## src/cell_pack_params.svh

```systemverilog
// timing and width constants for the pack protection controller
`ifndef CELL_PACK_PARAMS_SVH
`define CELL_PACK_PARAMS_SVH
`define SYS_CLK_HZ          100000000
`define TICK_HZ             4000
`define TICK_DIV            (`SYS_CLK_HZ / `TICK_HZ)
`define OVERCHARGE_TICKS    16'h0fa0
`define OVERDISCHARGE_TICKS 16'h01f4
`define DISCH_OC_TICKS      16'h0030
`define CHG_OC_TICKS        16'h0020
`define SHORT_TICKS         16'h0002
`define DELAY_W             16
`endif

```

## src/cell_pack_pkg.sv

```systemverilog
// types for the pack protection controller
package cell_pack_pkg;
  typedef enum logic [6:0] {
    ST_NORMAL    = 7'b0000001,
    ST_OVERCHG   = 7'b0000010,
    ST_OVERDIS   = 7'b0000100,
    ST_DISCH_OC  = 7'b0001000,
    ST_CHG_OC    = 7'b0010000,
    ST_ABN_CHG   = 7'b0100000,
    ST_POWERDOWN = 7'b1000000
  } prot_state_t;
endpackage

```

## src/cell_pack_protection_fsm.sv

```systemverilog
// protection state controller for a single-cell pack
// What this block does
// - cell above overcharge detect level for overcharge delay: charge gate off
// - overcharge state keeps both sense resistors disconnected
// - overcharge release at release level, or detect level under load
// - with charger present, overcharge releases only when sense returns up
// - cell below overdischarge detect level for delay: discharge gate off
// - overdischarge connects sense pull-up, pull-down stays off
// - power-down variant sleeps near supply, wakes when charger pulls sense low
// - power-down variant without charger holds overdischarge despite release level
// - charger window releases at release level; deep negative at detect level
// - without power-down, no sleep; no charger releases at release level
// - sense at discharge overcurrent level for its delay: discharge gate off
// - discharge overcurrent connects pull-down, pull-up stays off
// - discharge overcurrent releases when sense falls back to level
// - sense at charge overcurrent level for its delay: charge gate off
// - charge overcurrent releases when sense returns up after charger removal
// - no charge overcurrent detection while overdischarged
// - no-overcurrent variant: sense below charger level for delay: abnormal charge
// - abnormal charge releases when sense difference is back under charger level
// - zero-volt charge holds charge gate at supply until release level
// - zero-volt charge beats charge overcurrent below overdischarge detect level
// - zero-volt inhibit holds charge gate low at or below inhibit level
// - all delays counted from a divided 4 kHz tick
// - normal state drives both gates on, both resistors off
`timescale 1ns/1ps
`default_nettype none
`include "cell_pack_params.svh"
module cell_pack_protection_fsm
  import cell_pack_pkg::*;
#(
  parameter bit         HAS_CHG_OC     = 1'b1,
  parameter bit         HAS_POWERDOWN  = 1'b1,
  parameter bit         ZERO_V_ENABLE  = 1'b1,
  parameter int         TICK_DIV       = `TICK_DIV,
  parameter logic [15:0] OVERCHG_TICKS = `OVERCHARGE_TICKS,
  parameter logic [15:0] OVERDIS_TICKS = `OVERDISCHARGE_TICKS,
  parameter logic [15:0] DIS_OC_TICKS  = `DISCH_OC_TICKS,
  parameter logic [15:0] CHG_OC_TICKS  = `CHG_OC_TICKS,
  parameter logic [15:0] SHRT_TICKS    = `SHORT_TICKS
) (
  // clock and reset
  input  wire logic sys_clk,
  input  wire logic reset,
  // cell voltage comparators
  input  wire logic cellAboveOverchargeDetect,
  input  wire logic cellBelowOverchargeRelease,
  input  wire logic cellBelowOverdischargeDetect,
  input  wire logic cellAtOverdischargeRelease,
  input  wire logic cellAtOrBelowZeroVoltInhibit,
  // sense node comparators
  input  wire logic senseAtDischargeOvercurrent,
  input  wire logic senseAtShortCircuit,
  input  wire logic senseAtOrBelowChargeOvercurrent,
  input  wire logic senseBelowChargerDetect,
  input  wire logic senseNearSupply,
  input  wire logic senseAtOrBelowWake,
  input  wire logic senseAtOrBelowNegWake,
  input  wire logic packAtZeroVoltChargeStart,
  // gate and resistor controls
  output logic      chargeGateOn,
  output logic      dischargeGateOn,
  output logic      senseToSupplyResistorOn,
  output logic      senseToGroundResistorOn,
  output logic      powerDown,
  output logic      zeroVoltChargeActive,
  output logic      chargeGateToPackNegative,
  // status
  output logic [6:0] protState
);
  // ********************************************
  // input synchronisers
  // ********************************************
  localparam int NIN = 13;
  logic [NIN-1:0] rawIn;
  logic [NIN-1:0] s1_q;
  logic [NIN-1:0] s2_q;
  logic [NIN-1:0] s3_q;
  logic [NIN-1:0] in_q;
  assign rawIn = {
    cellAboveOverchargeDetect,
    cellBelowOverchargeRelease,
    cellBelowOverdischargeDetect,
    cellAtOverdischargeRelease,
    cellAtOrBelowZeroVoltInhibit,
    senseAtDischargeOvercurrent,
    senseAtShortCircuit,
    senseAtOrBelowChargeOvercurrent,
    senseBelowChargerDetect,
    senseNearSupply,
    senseAtOrBelowWake,
    senseAtOrBelowNegWake,
    packAtZeroVoltChargeStart
  };

  genvar g;
  generate
    for (g = 0; g < NIN; g++)
    begin : g_sync
      always_ff @(posedge sys_clk)
      begin
        if (reset)
        begin
          s1_q[g] <= 1'b0;
          s2_q[g] <= 1'b0;
          s3_q[g] <= 1'b0;
          in_q[g] <= 1'b0;
        end
        else
        begin
          s1_q[g] <= rawIn[g];
          s2_q[g] <= s1_q[g];
          s3_q[g] <= s2_q[g];
          if (s2_q[g] == s3_q[g])
            in_q[g] <= s3_q[g];
        end
      end
    end
  endgenerate

  logic ocDet, ocRel, odDet, odRel, zInh, dOc, shrt, cOc, chgLow, nearSup;
  logic wake, negWake, zStart;
  assign {
    ocDet,
    ocRel,
    odDet,
    odRel,
    zInh,
    dOc,
    shrt,
    cOc,
    chgLow,
    nearSup,
    wake,
    negWake,
    zStart
  } = in_q;

  // charger presence seen as sense pulled below ground
  logic chargerOn;
  assign chargerOn = HAS_CHG_OC ? cOc : chgLow;

  // ********************************************
  // delay timing
  // ********************************************
  logic tick;
  tick_divider #(.DIV(TICK_DIV)) u_tick (
    .sys_clk (sys_clk),
    .reset   (reset),
    .tick    (tick)
  );

  prot_state_t state_q, state_d;
  logic inNormal;
  assign inNormal = (state_q == ST_NORMAL);

  logic ocDone, odDone, dOcDone, shDone, cOcDone, abnDone;
  logic cOcCond;
  // suppressed when overdischarged or while the pack is at the zero-volt charge start level
  assign cOcCond = inNormal && HAS_CHG_OC && cOc && !odDet
                   && !(ZERO_V_ENABLE && zStart);

  delay_qualifier u_oc (
    .sys_clk (sys_clk),
    .reset   (reset),
    .tick    (tick),
    .cond    (inNormal && ocDet),
    .limit   (OVERCHG_TICKS),
    .done    (ocDone)
  );

  delay_qualifier u_od (
    .sys_clk (sys_clk),
    .reset   (reset),
    .tick    (tick),
    .cond    (inNormal && odDet),
    .limit   (OVERDIS_TICKS),
    .done    (odDone)
  );

  delay_qualifier u_doc (
    .sys_clk (sys_clk),
    .reset   (reset),
    .tick    (tick),
    .cond    (inNormal && dOc),
    .limit   (DIS_OC_TICKS),
    .done    (dOcDone)
  );

  delay_qualifier u_sh (
    .sys_clk (sys_clk),
    .reset   (reset),
    .tick    (tick),
    .cond    (inNormal && shrt),
    .limit   (SHRT_TICKS),
    .done    (shDone)
  );

  delay_qualifier u_coc (
    .sys_clk (sys_clk),
    .reset   (reset),
    .tick    (tick),
    .cond    (cOcCond),
    .limit   (CHG_OC_TICKS),
    .done    (cOcDone)
  );

  delay_qualifier u_abn (
    .sys_clk (sys_clk),
    .reset   (reset),
    .tick    (tick),
    .cond    (inNormal && !HAS_CHG_OC && chgLow),
    .limit   (OVERCHG_TICKS),
    .done    (abnDone)
  );

  // ********************************************
  // state transitions
  // ********************************************
  // overdischarge release decision used by the overdischarge state
  function automatic logic odRelease(input logic rel, input logic det,
                                     input logic chg, input logic nw);
    begin
      if (chg && nw)
        odRelease = !det;
      else if (chg)
        odRelease = rel;
      else
        odRelease = HAS_POWERDOWN ? 1'b0 : rel;
    end
  endfunction

  always_comb
  begin
    state_d = state_q;
    unique case (state_q)
      ST_NORMAL:
      begin
        if (dOcDone || shDone)
          state_d = ST_DISCH_OC;
        else if (odDone)
          state_d = ST_OVERDIS;
        else if (ocDone)
          state_d = ST_OVERCHG;
        else if (cOcDone)
          state_d = ST_CHG_OC;
        else if (abnDone)
          state_d = ST_ABN_CHG;
      end
      ST_OVERCHG:
      begin
        if (chargerOn)
          state_d = ST_OVERCHG;
        else if (dOc ? !ocDet : ocRel)
          state_d = ST_NORMAL;
      end
      ST_OVERDIS:
      begin
        // charger seen here as sense below the wake level
        if (HAS_POWERDOWN && nearSup && !wake)
          state_d = ST_POWERDOWN;
        else if (odRelease(odRel, odDet, wake, negWake))
          state_d = ST_NORMAL;
      end
      ST_POWERDOWN:
      begin
        if (wake)
          state_d = ST_OVERDIS;
      end
      ST_DISCH_OC:
      begin
        if (!dOc)
          state_d = ST_NORMAL;
      end
      ST_CHG_OC:
      begin
        if (!cOc)
          state_d = ST_NORMAL;
      end
      ST_ABN_CHG:
      begin
        if (!chgLow)
          state_d = ST_NORMAL;
      end
      default:
        state_d = ST_NORMAL;
    endcase
  end

  always_ff @(posedge sys_clk)
  begin
    if (reset)
      state_q <= ST_NORMAL;
    else
      state_q <= state_d;
  end

  // ********************************************
  // zero-volt charge
  // ********************************************
  logic zeroV_q;
  always_ff @(posedge sys_clk)
  begin
    if (reset)
      zeroV_q <= 1'b0;
    else if (!ZERO_V_ENABLE || odRel)
      zeroV_q <= 1'b0;
    else if (zStart)
      zeroV_q <= 1'b1;
  end

  // ********************************************
  // outputs
  // ********************************************
  always_ff @(posedge sys_clk)
  begin
    if (reset)
    begin
      chargeGateOn             <= 1'b0;
      dischargeGateOn          <= 1'b0;
      senseToSupplyResistorOn  <= 1'b0;
      senseToGroundResistorOn  <= 1'b0;
      powerDown                <= 1'b0;
      zeroVoltChargeActive     <= 1'b0;
      chargeGateToPackNegative <= 1'b0;
      protState                <= 7'h00;
    end
    else
    begin
      chargeGateOn <= (zeroV_q ||
                       state_q inside {ST_NORMAL, ST_OVERDIS, ST_DISCH_OC,
                                       ST_POWERDOWN})
                      && !(!ZERO_V_ENABLE && zInh);
      dischargeGateOn <= state_q inside {ST_NORMAL, ST_OVERCHG,
                                         ST_CHG_OC, ST_ABN_CHG};
      senseToSupplyResistorOn <= state_q inside {ST_OVERDIS,
                                                 ST_POWERDOWN};
      senseToGroundResistorOn <= (state_q == ST_DISCH_OC);
      powerDown <= HAS_POWERDOWN && (state_q == ST_POWERDOWN);
      zeroVoltChargeActive <= zeroV_q;
      chargeGateToPackNegative <= !ZERO_V_ENABLE && zInh;
      protState <= state_q;
    end
  end
endmodule
`default_nettype wire

```

## src/tick_divider.sv

```systemverilog
// divides the system clock down to a roughly 4 kHz tick pulse
`timescale 1ns/1ps
`default_nettype none
`include "cell_pack_params.svh"
module tick_divider #(
  parameter int DIV = `TICK_DIV
) (
  // clock and reset
  input  wire logic sys_clk,
  input  wire logic reset,
  // tick
  output logic      tick
);
  logic [31:0] cnt_q;

  always_ff @(posedge sys_clk)
  begin
    if (reset)
    begin
      cnt_q <= 32'h0;
      tick  <= 1'b0;
    end
    else if (cnt_q == 32'(DIV - 1))
    begin
      cnt_q <= 32'h0;
      tick  <= 1'b1;
    end
    else
    begin
      cnt_q <= cnt_q + 32'h1;
      tick  <= 1'b0;
    end
  end
endmodule
`default_nettype wire

```

## src/delay_qualifier.sv

```systemverilog
// counts tick pulses while a condition holds; restarts when it drops
`timescale 1ns/1ps
`default_nettype none
`include "cell_pack_params.svh"
module delay_qualifier #(
  parameter int W = `DELAY_W
) (
  // clock and reset
  input  wire logic         sys_clk,
  input  wire logic         reset,
  // control
  input  wire logic         tick,
  input  wire logic         cond,
  input  wire logic [W-1:0] limit,
  // result
  output logic              done
);
  logic [W-1:0] cnt_q;

  always_ff @(posedge sys_clk)
  begin
    if (reset || !cond)
    begin
      cnt_q <= '0;
      done  <= 1'b0;
    end
    else if (tick && !done)
    begin
      cnt_q <= cnt_q + 1'b1;
      done  <= (cnt_q + 1'b1) >= limit;
    end
  end
endmodule
`default_nettype wire

```

## config.mk

```make
export PLATFORM = sky130hd
export DESIGN_NAME = cell_pack_protection_fsm
export DESIGN_NICKNAME = d
export VERILOG_FILES = /design/src/cell_pack_pkg.sv /design/src/cell_pack_protection_fsm.sv /design/src/tick_divider.sv /design/src/delay_qualifier.sv
export VERILOG_INCLUDE_DIRS = /design/src /design/src/src
export SDC_FILE = /design/constraint.sdc
export NUM_CORES = 1
export LEC_CHECK = 0
export BUFFER_PORTS_ARGS = -buffer_cell sky130_fd_sc_hd__buf_4
export CORE_ASPECT_RATIO = 0.7
export CORE_MARGIN = 3
export CORE_UTILIZATION = 45
export CTS_CLUSTER_DIAMETER = 100
export DETAILED_ROUTE_END_ITERATION = 12
export PLACE_DENSITY = 0.62
export SETUP_SLACK_MARGIN = 0.02
export SLEW_MARGIN = 20
export SYNTH_ARGS = -nofsm -noshare
export SYNTH_HDL_FRONTEND = slang
export SYNTH_HIERARCHICAL = 1
export SYNTH_SLANG_ARGS = --single-unit
```

## constraint.sdc

```tcl
create_clock -name sys_clk -period 5.07 [get_ports sys_clk]
set_clock_uncertainty 0.15 [all_clocks]
set_input_delay 0.2535 -clock sys_clk [delete_from_list [all_inputs] [get_ports sys_clk]]
set_output_delay 0.2535 -clock sys_clk [all_outputs]
set_load 0.05 [all_outputs]
```

After elaboration in Yosys (flattened, before gate mapping)
Cells that the tools add are included.

operators by class
  add/sub/neg operators = 6
  multiply operators = 0
  divide/modulo/power cells = 0
  $lt $le $gt $ge = 5
  equality and inequality tests = 27
  shift operators = 0
  muxes and demuxes = 19
  bitwise logic cells = 0
  reductions and logical operators = 41

operators by type and width
  kind                     count
  $mux W7                  12
  $add A16 B1 Y16 const B  5
  $pmux W7 S7              1
  $add A32 B1 Y32 const B  1
  $eq A32 B15 Y1 const B   1
  $ge A16 B6 Y1 const B    2
  $ge A16 B12 Y1 const B   1
  $ge A16 B2 Y1 const B    1
  $ge A16 B9 Y1 const B    1
  $logic_and A1 B1 Y1      14
  $logic_not A1 Y1         14
  $eq A1 B1 Y1             12
  $ne A2 B2 Y1 const B     4
  $reduce_bool A4 Y1       2
  $eq A7 B1 Y1 const B     1
  $eq A7 B2 Y1 const B     1
  $eq A7 B3 Y1 const B     1
  $eq A7 B4 Y1 const B     1
  $eq A7 B5 Y1 const B     1
  $eq A7 B6 Y1 const B     1
  $eq A7 B7 Y1 const B     1
  $logic_or A1 B1 Y1       7
  $reduce_and A7 Y1        1
  $mux W1                  6
  other kinds (4)          6

word-level totals
  register bits = 187
  bits in latches = 0
  memory bits (writable) = 0
  bits in read-only memories = 0
  input bits = 15
  output and inout bits = 14
  logic and storage cells = 167
  memories kept = 0

Logic depth before layout (Yosys ltp)
  depth in word-level cells = 7
  mapped depth = 10

Cells and area by module
Netlist, hierarchy kept.

modules (own cells, without submodules)
  module                        instances  cells each  area an instance (µm²)  seq. area each (µm²)
  delay_qualifier at u_abn ...  5          178         1427.6                  340.3
  cell_pack_protection_fsm      1          242         2417.3                  1381.3
  tick_divider                  1          177         1510.2                  660.6
  delay_qualifier at u_oc       1          172         1343.8                  340.3

Worst setup path after synthesis
OpenSTA, ideal clock, no wires.

  kind = flip-flop to flip-flop
  start point = reg u_coc.cnt_q[0]
  end point = reg u_coc.done
  library setup time = 0.081 ns
  arrival time = 2.559 ns
  required time = 4.839 ns
  setup slack = 2.280 ns
  stages on the path, launching flop included = 11
  path buffers = 0
  period minus slack after synthesis = 2.790 ns
  cells stage by stage = dfxtp_1 -> ha_1 -> nand3_1 -> nor4_4 -> nand2_1 -> xnor2_1 -> ha_1 -> nand4_1 -> or3_1 -> a221o_1 -> a41oi_1

on the way
  cells in the longest elaborated chain, start to end = 2

RTL lines
  element                   RTL line               text
  start: declaration        delay_qualifier.sv:18  logic [W-1:0] cnt_q;
  start signal: assignment  delay_qualifier.sv:29  cnt_q <= cnt_q + 1'b1;
  $add A16 B1 Y16           delay_qualifier.sv:30  done <= (cnt_q + 1'b1) >= limit;
  $ge A16 B6 Y1             delay_qualifier.sv:30
  end signal: assignment    delay_qualifier.sv:30
  end: declaration          delay_qualifier.sv:16  output logic done

Every way passes these cells.
A chain may end at the register's enable or synchronous reset.

Worst setup path after layout
  start point = reg u_doc.cnt_q[0]
  end point = reg u_doc.done

on the way
  cells in the longest elaborated chain, start to end = 2

RTL lines
  element                   RTL line
  start: declaration        delay_qualifier.sv:18
  start signal: assignment  delay_qualifier.sv:29
  $add A16 B1 Y16           delay_qualifier.sv:30
  $ge A16 B6 Y1             delay_qualifier.sv:30
  end signal: assignment    delay_qualifier.sv:30
  end: declaration          delay_qualifier.sv:16

Every way passes these cells.

==> impl_metrics.toml <==
[die]
num_rows = 50
die_area_sq_mm = 0.02964
die_w_um = 204.5
die_y_um = 144.9
core_sq_mm = 0.02696
io_pins = 29
start_util = 0.4602

[sta]
slew_viol_final = 0
final-setup-viol-count = 0
fmax_mhz = 305.8
hold_ws_ns = 0.1430
tightestPinTransition_ns = 0.8338
max_slew_margin = 0.4441
setup-tns-final_ns = 0
period_needed_ns = 3.271
period_share = 0.6451
hold_viol_final = 0
rsz0062_at_grt = "no"

[yosys]
yosysMostFrequentCell = "dfxtp_1"
synth_top_area_frac = 0.3291
syn_area_sq_mm = 0.01241
synth_common_cells = "dfxtp_1, nand2_1, inv_1"
syn_avg_cell_area_sq_um = 8.379
syn_inst = 1481
synth_top_area_cell = "dfxtp_1"
synth.area.top_cells = "dfxtp_1, ha_1, xnor2_1, nand2_1, a21oi_1"
async_flop_share = 0
synth_edf_count = 0
synth.yosys.seq_area_share = 0.3291
yosysUniqueCellTypes = 72
synthFlopType = "dfxtp_1"
ys_warn_count = 6
ys_ff_latch = 204

[power]
p_leak_nw = 5.445
p_per_area_mw_per_mm2 = 251.9
peakVddDrop_uv = 236.8

[grt]
antenna_found_initial = 0
grt.overflow.total = 0
first_global_vias = 9121
grt_pass1_wl_um = 45190
grt_usage = 0.1783
grt_start_max_net_pins = 82

[cts]
cts_tree = "yes"
clkTransAtPathRegs_ns = 0.06
clock_sinks = 204
htreeDepth = 1
clk_latency_ns = 0.52
cts_made_buffers = 23
root_buffer = "clkbuf_16"
cts_resized = 0
clockBufferDepth = 3

[routing]
detail_route.wirelength_um = 26760
viasPerCell = 5.254
ant_nets = 0
drt_first_iter_violations = 645
drc_errors = 0
vias = 10340
firstDrtPassIters = 5
wl_per_cell_um = 13.61

[worst_setup_path]
setup.worst_path.class = "reg -> reg"
cp-start-kind = "flop"
crit_required_ns = 5.35
cp-end-kind = "flop"
rr_worst_depth = 10
cp.arrival_ns = 3.55
cp_max_fo = 6

[worst_hold_path]
hold_path.class = "in -> reg"
hold_depth = 2

[layout]
fin_nets = 1704
instances_no_fill = 1967
n_fill_cell = 2598
syn2layout_area_growth_pct = 13.84
drive_gt1_frac = 0.07548
final_util = 0.5239
diodes = 0

[placement]
place_inst = 1913
numPortBuffers = 26
globalplace.congestion = 0.8441
dp_hpwl_um = 19510

[flow_run]
max-cap-violations = 0

[run_status]
outcome = "finished clean"
-- power by group --
part | internal (mW) | switching (mW)
combinational | 0.0482 | 0.0724
clock | 1.13 | 0.687
sequential | 1.62 | 0.00788
-- cells by family after synthesis --
family,after synthesis,synth area share
and+or+nand+nor,596,0.2768
other,2,0.0006052
AOI/OAI and AO/OA,274,0.1390
muxes,1,0.0008066
adders and majority gates,103,0.1039
buffers and inverters,166,0.05455
xor gates and xnor gates,135,0.09528
DFF,204,0.3291
-- through the flow --
stage	total power, mW	cell area (sq um)	setup WS [ns]
after floorplan	1.743	12770	2.280
after global placement	1.768	13180	1.872
after detailed placement	1.771	13180	1.831
after CTS	3.611	14130	1.818
after global routing	3.703	14130	1.553
final	3.558	14130	1.799
-- state kept, by name, summed over array words and instances, names as in the netlist, 7 cells and up --
name	cells
u_doc/cnt_q	16
s1_q	12
u_abn/cnt_q	16
state_q	7
u_oc/cnt_q	16
u_coc/cnt_q	16
u_sh/cnt_q	16
s2_q	12
u_od/cnt_q	16
protState	7
s3_q	12
u_tick/cnt_q	32
-- layer usage --
metal	share of wire	track usage	vias up
met4	0.016	0.03541	0
met3	0.039	0.02422	31
met1	0.54	0.2818	4765
met5	0	0	-
li1	-	-	5375
met2	0.41	0.2564	164
-- worst max-delay path, cell delays in order (launching register included) --
cell	delay (ns)
dfxtp_1	0.41
ha_1	0.28
nand3_1	0.29
nor4_4	0.44
nand2_1	0.13
xnor2_1	0.14
ha_1	0.28
nand4_1	0.14
or3_1	0.42
a221o_1	0.30
a41oi_1	0.19
-- final timing paths --
check                            end  slack (ns)                        start
max          u_doc/done$_SDFFE_PP0P_        1.80  u_doc/cnt_q[0]$_SDFFE_PP0P_
max reg2reg  u_doc/done$_SDFFE_PP0P_        1.80  u_doc/cnt_q[0]$_SDFFE_PP0P_
min reg2reg       s2_q[3]$_SDFF_PP0_        0.29           s1_q[3]$_SDFF_PP0_
min               s1_q[4]$_SDFF_PP0_        0.14                        reset
-- layout make-up --
| cell class | instances | area, sq um | share of cell area |
|---|---|---|---|
| multi-input combinational | 1208 | 8016 | 0.5674 |
| sequential | 204 | 4084 | 0.2891 |
| clock buffer | 30 | 661.9 | 0.04685 |
| tap | 364 | 455.4 | 0.03224 |
| inverter | 109 | 409.1 | 0.02896 |
| timing repair buffer | 40 | 330.3 | 0.02338 |
| clock inverter | 12 | 170.2 | 0.01204 |
-- cell usage in the layout (no fill, tap or decap), drive strengths merged, types with 33 or more instances in the layout --
| cell type | synthesis | final |
|---|---|---|
| nand4 | 36 | 36 |
| nor2b | 58 | 58 |
| nand2 | 127 | 127 |
| conb | 2 | 99 |
| nand3 | 46 | 46 |
| ha | 103 | 103 |
| inv | 109 | 111 |
| or3 | 33 | 33 |
| nor3 | 45 | 45 |
| dfxtp | 204 | 204 |
| xnor2 | 85 | 85 |
| a21oi | 95 | 95 |
| nor2 | 106 | 106 |
| o21ai | 72 | 72 |
| nor4 | 33 | 33 |
| xor2 | 50 | 50 |
-- timing repair --
| item | 4_1_cts | 5_1_grt |
|---|---|---|
| endpoints found under the hold margin | 12 | 0 |
| hold buffers | 12 | 0 |
| setup buffers | 0 | 0 |
No activity file was read; power rests on OpenSTA's default activity.
